<file path="config.mk">
export PLATFORM = sky130hd
export DESIGN_NAME = tpw_pwm
export DESIGN_NICKNAME = d
export VERILOG_FILES = /design/src/tpw_pkg.sv /design/src/tpw_pwm.sv
export SDC_FILE = /design/constraint.sdc
export NUM_CORES = 1
export LEC_CHECK = 0
export ABC_AREA = 1
export BUFFER_PORTS_ARGS = -buffer_cell sky130_fd_sc_hd__buf_2
export CORE_MARGIN = 5
export CORE_UTILIZATION = 62
export DETAILED_ROUTE_END_ITERATION = 10
export GPL_TIMING_DRIVEN = 0
export PLACE_DENSITY_LB_ADDON = 0.05
export SYNTH_ARGS = -nofsm -noshare
export SYNTH_HDL_FRONTEND = slang
export SYNTH_SLANG_ARGS = --single-unit
</file>
<file path="constraint.sdc">
create_clock -name ref_clk -period 5.1 [get_ports ref_clk]
set_clock_uncertainty 0.05 [all_clocks]
set_input_delay 0.255 -clock ref_clk [delete_from_list [all_inputs] [get_ports ref_clk]]
set_output_delay 0.255 -clock ref_clk [all_outputs]
set_load 0.1 [all_outputs]
</file>
<file path="src/tpw_pkg.sv">
// Constants, types and encodings for the two-channel text-configured PWM
package tpw_pkg;
	// Clock and count units, times in picoseconds
	localparam int CLK_PS = 100_000;
	localparam int UNIT_32K_PS = 31_250_000;
	localparam int UNIT_1M_PS = 977_000;
	localparam int UNIT_16M_PS = 62_500;
	localparam int DIV_32K = (UNIT_32K_PS / CLK_PS < 1) ? 1 :
		UNIT_32K_PS / CLK_PS;
	localparam int DIV_1M = (UNIT_1M_PS / CLK_PS < 1) ? 1 :
		UNIT_1M_PS / CLK_PS;
	localparam int DIV_16M = (UNIT_16M_PS / CLK_PS < 1) ? 1 :
		UNIT_16M_PS / CLK_PS;
	localparam logic [9:0] DIV_LAST [1:3] = '{10'(DIV_32K - 1),
		10'(DIV_1M - 1), 10'(DIV_16M - 1)};
	// Register byte offsets
	localparam logic [3:0] ADDR_CMD = 4'h0;
	localparam logic [3:0] ADDR_REPLY = 4'h4;
	localparam logic [3:0] ADDR_PINRES = 4'h8;
	localparam logic [3:0] ADDR_STATUS = 4'hC;
	// Field positions
	localparam int REPLY_VALID_BIT = 0;
	localparam int REPLY_OK_BIT = 1;
	localparam int STAT_CH2_LSB = 4;
	localparam int STAT_IDLE_BIT = 8;
	localparam logic [1:0] PINRES_RESET = 2'h0;
	// Command characters
	localparam logic [7:0] CH_OPEN = 8'h5B;
	localparam logic [7:0] CH_COMMA = 8'h2C;
	localparam logic [7:0] CH_CR = 8'h0D;
	localparam logic [7:0] CH_ZERO = 8'h30;
	localparam logic [7:0] CH_ONE = 8'h31;
	localparam logic [7:0] CH_TWO = 8'h32;
	localparam logic [7:0] CH_THREE = 8'h33;
	localparam logic [2:0] HEX_DIGITS = 3'h4;
	localparam logic [1:0] OP_OFF = 2'h0;
	// Channel setting
	typedef struct packed {
		logic en;
		logic [1:0] clk;
		logic [15:0] max;
		logic [15:0] cmp;
	} tpw_chan_t;
	// Parser states, Gray along the usual path
	typedef enum logic [3:0] {
		P_IDLE = 4'h0,
		P_C1 = 4'h1,
		P_CH = 4'h3,
		P_C2 = 4'h2,
		P_OP = 4'h6,
		P_SEP = 4'h7,
		P_MAX = 4'h5,
		P_CMP = 4'h4,
		P_ERR = 4'hC
	} tpw_state_t;
endpackage : tpw_pkg

</file>
<file path="src/tpw_pwm.sv">
// Two-channel PWM with text command parser behind an Avalon-MM slave
`timescale 1ns/1ps
module tpw_pwm
	import tpw_pkg::*;
(
	// Clock and reset
	input wire logic ref_clk,
	input wire logic rst_b,
	// Avalon-MM slave
	input wire logic [3:0] avs_address,
	input wire logic avs_read,
	input wire logic avs_write,
	input wire logic [31:0] avs_writedata,
	output logic [31:0] avs_readdata,
	output logic avs_waitrequest,
	// Modulated outputs
	output logic pulse_out_first,
	output logic pulse_out_second
);

	function automatic logic [4:0] hex_val(input logic [7:0] c);
		logic [4:0] v;
		v = 5'h00;
		if (c >= 8'h30 && c <= 8'h39)
			v = {1'b1, c[3:0]};
		else if ((c >= 8'h41 && c <= 8'h46) || (c >= 8'h61 && c <= 8'h66))
			v = {1'b1, 4'(c[3:0] + 4'h9)};
		return v;
	endfunction : hex_val

	// Bus slave: one wait cycle, answer on the second edge
	logic ack_r, ack_nxt;
	logic [31:0] rdata_r, rdata_nxt;
	logic req, acc;
	logic [1:0] pinres_r, pinres_nxt;
	logic rep_vld_r, rep_vld_nxt, rep_ok_r, rep_ok_nxt;
	tpw_state_t st_r, st_nxt;
	tpw_chan_t chan_r [2];
	tpw_chan_t chan_nxt [2];
	logic ch_r, ch_nxt;
	logic [1:0] op_r, op_nxt;
	logic [15:0] max_r, max_nxt, cmp_r, cmp_nxt;
	logic [2:0] nd_r, nd_nxt;
	logic [7:0] chr;
	logic chr_vld, done, ok;
	logic [4:0] hx;

	assign req = avs_read | avs_write;
	assign acc = req & ack_r;
	assign avs_waitrequest = req & ~ack_r;
	assign avs_readdata = rdata_r;
	assign chr = avs_writedata[7:0];
	assign chr_vld = acc & avs_write & (avs_address == ADDR_CMD);
	assign hx = hex_val(chr);

	always_comb
	begin
		ack_nxt = req & ~ack_r;
		rdata_nxt = rdata_r;
		pinres_nxt = pinres_r;
		if (req & ~ack_r)
		begin
			rdata_nxt = 32'h0;
			unique case (avs_address)
				ADDR_REPLY: rdata_nxt = 32'({rep_ok_r, rep_vld_r});
				ADDR_PINRES: rdata_nxt = 32'(pinres_r);
				ADDR_STATUS:
				begin
					rdata_nxt[STAT_IDLE_BIT] = (st_r == P_IDLE);
					rdata_nxt[2:0] = {chan_r[0].clk, chan_r[0].en};
					rdata_nxt[STAT_CH2_LSB +: 3] = {chan_r[1].clk, chan_r[1].en};
				end
				default: rdata_nxt = 32'h0;
			endcase
		end
		if (acc & avs_write & (avs_address == ADDR_PINRES))
			pinres_nxt = avs_writedata[1:0];
	end

	// Command parser
	always_comb
	begin
		st_nxt = st_r;
		ch_nxt = ch_r;
		op_nxt = op_r;
		max_nxt = max_r;
		cmp_nxt = cmp_r;
		nd_nxt = nd_r;
		done = 1'b0;
		ok = 1'b0;
		if (chr_vld && chr == CH_CR && st_r != P_IDLE)
		begin
			done = 1'b1;
			st_nxt = P_IDLE;
			ok = (st_r == P_SEP && op_r == OP_OFF) ||
				(st_r == P_CMP && nd_r != 3'h0);
		end
		else if (chr_vld)
		begin
			st_nxt = P_ERR;
			unique case (st_r)
				P_IDLE:
					if (chr == CH_OPEN)
						st_nxt = P_C1;
					else if (chr == CH_CR)
						st_nxt = P_IDLE;
				P_C1:
					if (chr == CH_COMMA)
						st_nxt = P_CH;
				P_CH:
					if (chr == CH_ONE || chr == CH_TWO)
					begin
						ch_nxt = (chr == CH_TWO);
						st_nxt = P_C2;
					end
				P_C2:
					if (chr == CH_COMMA)
						st_nxt = P_OP;
				P_OP:
					if (chr >= CH_ZERO && chr <= CH_THREE)
					begin
						op_nxt = chr[1:0];
						st_nxt = P_SEP;
					end
				P_SEP:
					if (chr == CH_COMMA)
					begin
						max_nxt = 16'h0;
						nd_nxt = 3'h0;
						st_nxt = P_MAX;
					end
				P_MAX:
					if (hx[4] && nd_r < HEX_DIGITS)
					begin
						max_nxt = {max_r[11:0], hx[3:0]};
						nd_nxt = nd_r + 3'h1;
						st_nxt = P_MAX;
					end
					else if (chr == CH_COMMA && nd_r != 3'h0)
					begin
						cmp_nxt = 16'h0;
						nd_nxt = 3'h0;
						st_nxt = P_CMP;
					end
				P_CMP:
					if (hx[4] && nd_r < HEX_DIGITS)
					begin
						cmp_nxt = {cmp_r[11:0], hx[3:0]};
						nd_nxt = nd_r + 3'h1;
						st_nxt = P_CMP;
					end
				P_ERR: st_nxt = P_ERR;
				default: st_nxt = P_ERR;
			endcase
		end
	end

	// Apply and reply
	always_comb
	begin
		chan_nxt = chan_r;
		rep_vld_nxt = rep_vld_r;
		rep_ok_nxt = rep_ok_r;
		if (acc & avs_read & (avs_address == ADDR_REPLY))
			rep_vld_nxt = 1'b0;
		if (done)
		begin
			rep_vld_nxt = 1'b1;
			rep_ok_nxt = ok & ~pinres_r[ch_r];
			if (ok && !pinres_r[ch_r])
			begin
				chan_nxt[ch_r].en = (op_r != OP_OFF);
				chan_nxt[ch_r].clk = op_r;
				if (op_r != OP_OFF)
				begin
					chan_nxt[ch_r].max = max_r;
					chan_nxt[ch_r].cmp = cmp_r;
				end
			end
		end
	end

	// Unit dividers and channel counters
	logic [9:0] div_r [1:3];
	logic [9:0] div_nxt [1:3];
	logic [3:0] tick;
	logic [15:0] cnt_r [2];
	logic [15:0] cnt_nxt [2];
	logic [1:0] pulse_r, pulse_nxt;
	logic [1:0] ctick;

	always_comb
	begin
		tick = 4'h0;
		for (int i = 1; i <= 3; i++)
		begin
			tick[i] = (div_r[i] == DIV_LAST[i]);
			div_nxt[i] = tick[i] ? 10'h0 : div_r[i] + 10'h1;
		end
		for (int c = 0; c < 2; c++)
		begin
			ctick[c] = tick[chan_r[c].clk];
			cnt_nxt[c] = cnt_r[c];
			if (done && ok && ch_r == c[0])
				cnt_nxt[c] = 16'h0;
			else if (!chan_r[c].en || chan_r[c].max == 16'h0)
				cnt_nxt[c] = 16'h0;
			else if (ctick[c])
				cnt_nxt[c] = (cnt_r[c] >= chan_r[c].max - 16'h1) ?
					16'h0 : cnt_r[c] + 16'h1;
			pulse_nxt[c] = chan_nxt[c].en && chan_nxt[c].max != 16'h0 &&
				cnt_nxt[c] < chan_nxt[c].cmp;
		end
	end

	assign pulse_out_first = pulse_r[0];
	assign pulse_out_second = pulse_r[1];

	always_ff @(posedge ref_clk or negedge rst_b)
	begin
		if (!rst_b)
		begin
			ack_r <= 1'b0;
			rdata_r <= 32'h0;
			pinres_r <= PINRES_RESET;
			rep_vld_r <= 1'b0;
			rep_ok_r <= 1'b0;
			st_r <= P_IDLE;
			ch_r <= 1'b0;
			op_r <= 2'h0;
			max_r <= 16'h0;
			cmp_r <= 16'h0;
			nd_r <= 3'h0;
			chan_r <= '{default: '0};
			div_r <= '{default: '0};
			cnt_r <= '{default: '0};
			pulse_r <= 2'h0;
		end
		else
		begin
			ack_r <= ack_nxt;
			rdata_r <= rdata_nxt;
			pinres_r <= pinres_nxt;
			rep_vld_r <= rep_vld_nxt;
			rep_ok_r <= rep_ok_nxt;
			st_r <= st_nxt;
			ch_r <= ch_nxt;
			op_r <= op_nxt;
			max_r <= max_nxt;
			cmp_r <= cmp_nxt;
			nd_r <= nd_nxt;
			chan_r <= chan_nxt;
			div_r <= div_nxt;
			cnt_r <= cnt_nxt;
			pulse_r <= pulse_nxt;
		end
	end

	// Checks
	localparam int D1M = DIV_1M;
	localparam int D32K = DIV_32K;
endmodule : tpw_pwm
</file>
==> results.json <==
{
  "synth_top_cell_by_area": "dfrtp_1",
  "final_cell_area_mm2": 0.0126,
  "diodes": 0,
  "row_count": 49,
  "worst_slack_ns": 0.420,
  "die_height_um": 146,
  "yosysTopAreaCellShare": 0.413,
  "h-tree-depth": 4,
  "startpoint_type": "flip-flop",
  "hold_start": "avs_read",
  "r2r_cells": 27,
  "pre_cts_ws_ns": 0.187,
  "worstMarginPinSlew_ns": 0.825,
  "post_cts_buffers": 0,
  "required_ns": 5.41,
  "rsz0062_at_grt": "false",
  "fmaxAchievable_mhz": 214,
  "cts_buffer_depth": 2,
  "syn_area_per_cell_um2": 7.71,
  "hold_viol": 0,
  "status": "complete, no violations",
  "power_density_mw_per_mm2": 263,
  "grt_overflow": 0,
  "cts_tree": "done",
  "critPathKind": "reg -> reg",
  "grt_max_degree": 99,
  "clkLatencyLatePin_ns": 0.44,
  "synth_most_common_cell": "nand2_1",
  "ir_drop_v": 0.000239,
  "reg2reg_slack_ns": 0.42,
  "async_flop_share": 1.00,
  "port_buffers": 25,
  "synth_commonest_cells": "321 x nand2_1, 217 x inv_1, 188 x dfrtp_1",
  "hold_depth": 4,
  "cts_buffers": 17,
  "die-area_mm2": 0.0212,
  "synth-edff-count": 0,
  "viasPerCell": 5.40,
  "synth-seq-cells": 188,
  "hpwl_um": 20300,
  "route.detailed.drc": 0,
  "ios": 75,
  "fillerInstances": 1482,
  "min_path_type": "in -> reg",
  "tns_ns": 0,
  "hold_end": "rep_vld_r",
  "cp_max_fo": 10,
  "grtUsageTotal": 0.253,
  "clkSinkCount": 188,
  "maxSlewViolCount": 0,
  "postRouteWirelength_um": 26500,
  "die_x_um": 146,
  "end_kind": "flip-flop",
  "grt_pass1_vias": 9287,
  "slew_headroom": 0.444,
  "place.gp.congestion": 0.911,
  "num_vias": 9665,
  "wl_per_cell_um": 14.8,
  "drive_gt1_frac": 0.0807,
  "start_util": 0.632,
  "syn_to_final_growth_pct": 10.5,
  "ys_warn_count": 0,
  "core_mm2": 0.0180,
  "period_minus_slack_ns": 4.68,
  "root_buffer": "clkbuf_16",
  "nNetsFinal": 1667,
  "synthTopCellsByArea": "dfrtp_1 41%, nand2_1 11%, ha_1 8.6%",
  "placed_cell_area_mm2": 0.0119,
  "netlist_area_mm2": 0.0114,
  "ys_types": 48,
  "ant_nets": 0,
  "clk_pin_slew_worst_paths_ns": 0.08,
  "finalCritPeriodShare": 0.918,
  "first_iter_violations": 655,
  "setup_viol": 0,
  "synthesis.instances": 1479,
  "r2r_start": "chan_r[51]",
  "yosysSeqAreaShare": 0.413,
  "p_leak_nw": 6.58,
  "antenna_found_initial": 0,
  "ys.flop_type": "dfrtp_1",
  "r2r-end": "pulse_r[0]",
  "grt_pass1_wl_um": 44500,
  "firstDrtPassIters": 7,
  "cp.arrival_ns": 4.99,
  "drv_cap": 0
}
cell usage in the layout (no fill, tap or decap), types with 13 or more instances in the layout:
| cell type | n |
|---|---|
| clkbuf_16 | 17 |
| a21oi_1 | 69 |
| o21ai_0 | 123 |
| inv_1 | 217 |
| clkbuf_1 | 13 |
| conb_1 | 25 |
| o31ai_1 | 13 |
| nor2_1 | 157 |
| buf_4 | 29 |
| xor2_1 | 34 |
| nor3_1 | 35 |
| buf_2 | 33 |
| nand3_1 | 66 |
| nand4_1 | 23 |
| nand2_1 | 321 |
| dfrtp_1 | 188 |
| ha_1 | 78 |
worst max path at each step:
stage | endpoint | slack, ns | depth (start not counted) | from
2_1_floorplan | pulse_r[0] | 1.13 | 27 | chan_r[53]
3_3_place_gp | pulse_r[0] | 0.23 | 27 | chan_r[51]
3_5_place_dp | pulse_r[0] | 0.19 | 27 | chan_r[51]
4_1_cts | pulse_r[0] | 0.11 | 27 | chan_r[51]
5_1_grt | pulse_r[1] | 0.005 | 25 | chan_r[18]
6_report | pulse_r[0] | 0.42 | 27 | chan_r[51]
worst max-delay path, cell delays in order (launching register included):
cell      delay, ns
dfrtp_1        0.37
inv_1          0.16
nand3_1        0.15
nor3_2         0.28
nand2_1        0.09
nor2_1         0.15
nand3_1        0.14
nor2_1         0.15
xor2_1         0.19
inv_1          0.07
ha_1           0.29
nand2_1        0.09
o21bai_1       0.10
a21oi_1        0.08
nor2_1         0.14
nand2_1        0.09
nand2_1        0.08
nand2_1        0.07
clkbuf_2       0.22
nor3_2         0.27
ha_1           0.28
a21oi_1        0.14
nor2_1         0.06
a211oi_1       0.18
o221a_2        0.25
nand2_1        0.05
o21bai_1       0.21
a21oi_1        0.18
layout make-up:
cell class | instances | area [um2] | area share
multi-input combinational | 1036 | 5630 | 0.447
inverter | 226 | 848 | 0.0674
clock inverter | 15 | 201 | 0.0160
buffer | 53 | 320 | 0.0254
timing repair buffer | 27 | 173 | 0.0137
sequential | 188 | 4700 | 0.374
tap | 229 | 287 | 0.0228
clock buffer | 17 | 425 | 0.0338
power by group:
part	internal, W	switching, W
combinational	0.0000748	0.000271
clock	0.000753	0.000652
sequential	0.00153	0.0000365
sequential cells by signal, summed over array words and instances (netlist names), named ones only:
register	flops
cmp_r	16
rep_vld_r	1
ack_r	1
pulse_r	2
op_r	2
chan_r	66
rep_ok_r	1
pinres_r	2
div_r	30
ch_r	1
cnt_r	32
st_r	4
avs_readdata	7
nd_r	3
max_r	16
logic make-up (layout without fill, tap and decap cells):
family,after synthesis,after routing,synth area share
AND/OR/NAND/NOR,642,642,0.242
buffers and inverters,279,338,0.102
AO/OA/AOI/OAI,238,238,0.115
flip-flops,188,188,0.413
adder cells (fa/ha/maj),78,78,0.0856
XOR/XNOR,44,44,0.0338
multiplexers,9,9,0.00812
other,1,25,0.000329
metrics by stage:
step / utilization / hold slack [ns] / total power [W] / instances
finish: 0.698 / 0.0676 / 0.00331 / 1791
global route: 0.698 / 0.0814 / 0.00344 / 1791
CTS: 0.698 / 0.0606 / 0.00333 / 1791
detailed placement: 0.662 / 0.264 / 0.00193 / 1758
global placement: 0.660 / 0.397 / 0.00193 / 1757
floorplan: - / -0.0906 / 0.00183 / 1503
metal layers:
metal  wire [um]  GRT usage  vias up
met5           0          0        -
li1            -          -     4886
met4         544     0.0816        0
met3        1150     0.0489       45
met2       12300      0.408      201
met1       12500      0.347     4533
repair_timing:
| item | in CTS | in global routing |
|---|---|---|
| resized for setup | 0 | 5 |
| endpoints found under the setup margin | 0 | 1 |
| hold buffers | 1 | 0 |
| endpoints found under the hold margin | 90 | 0 |
Note: power is estimated with default switching activity, not from simulation.
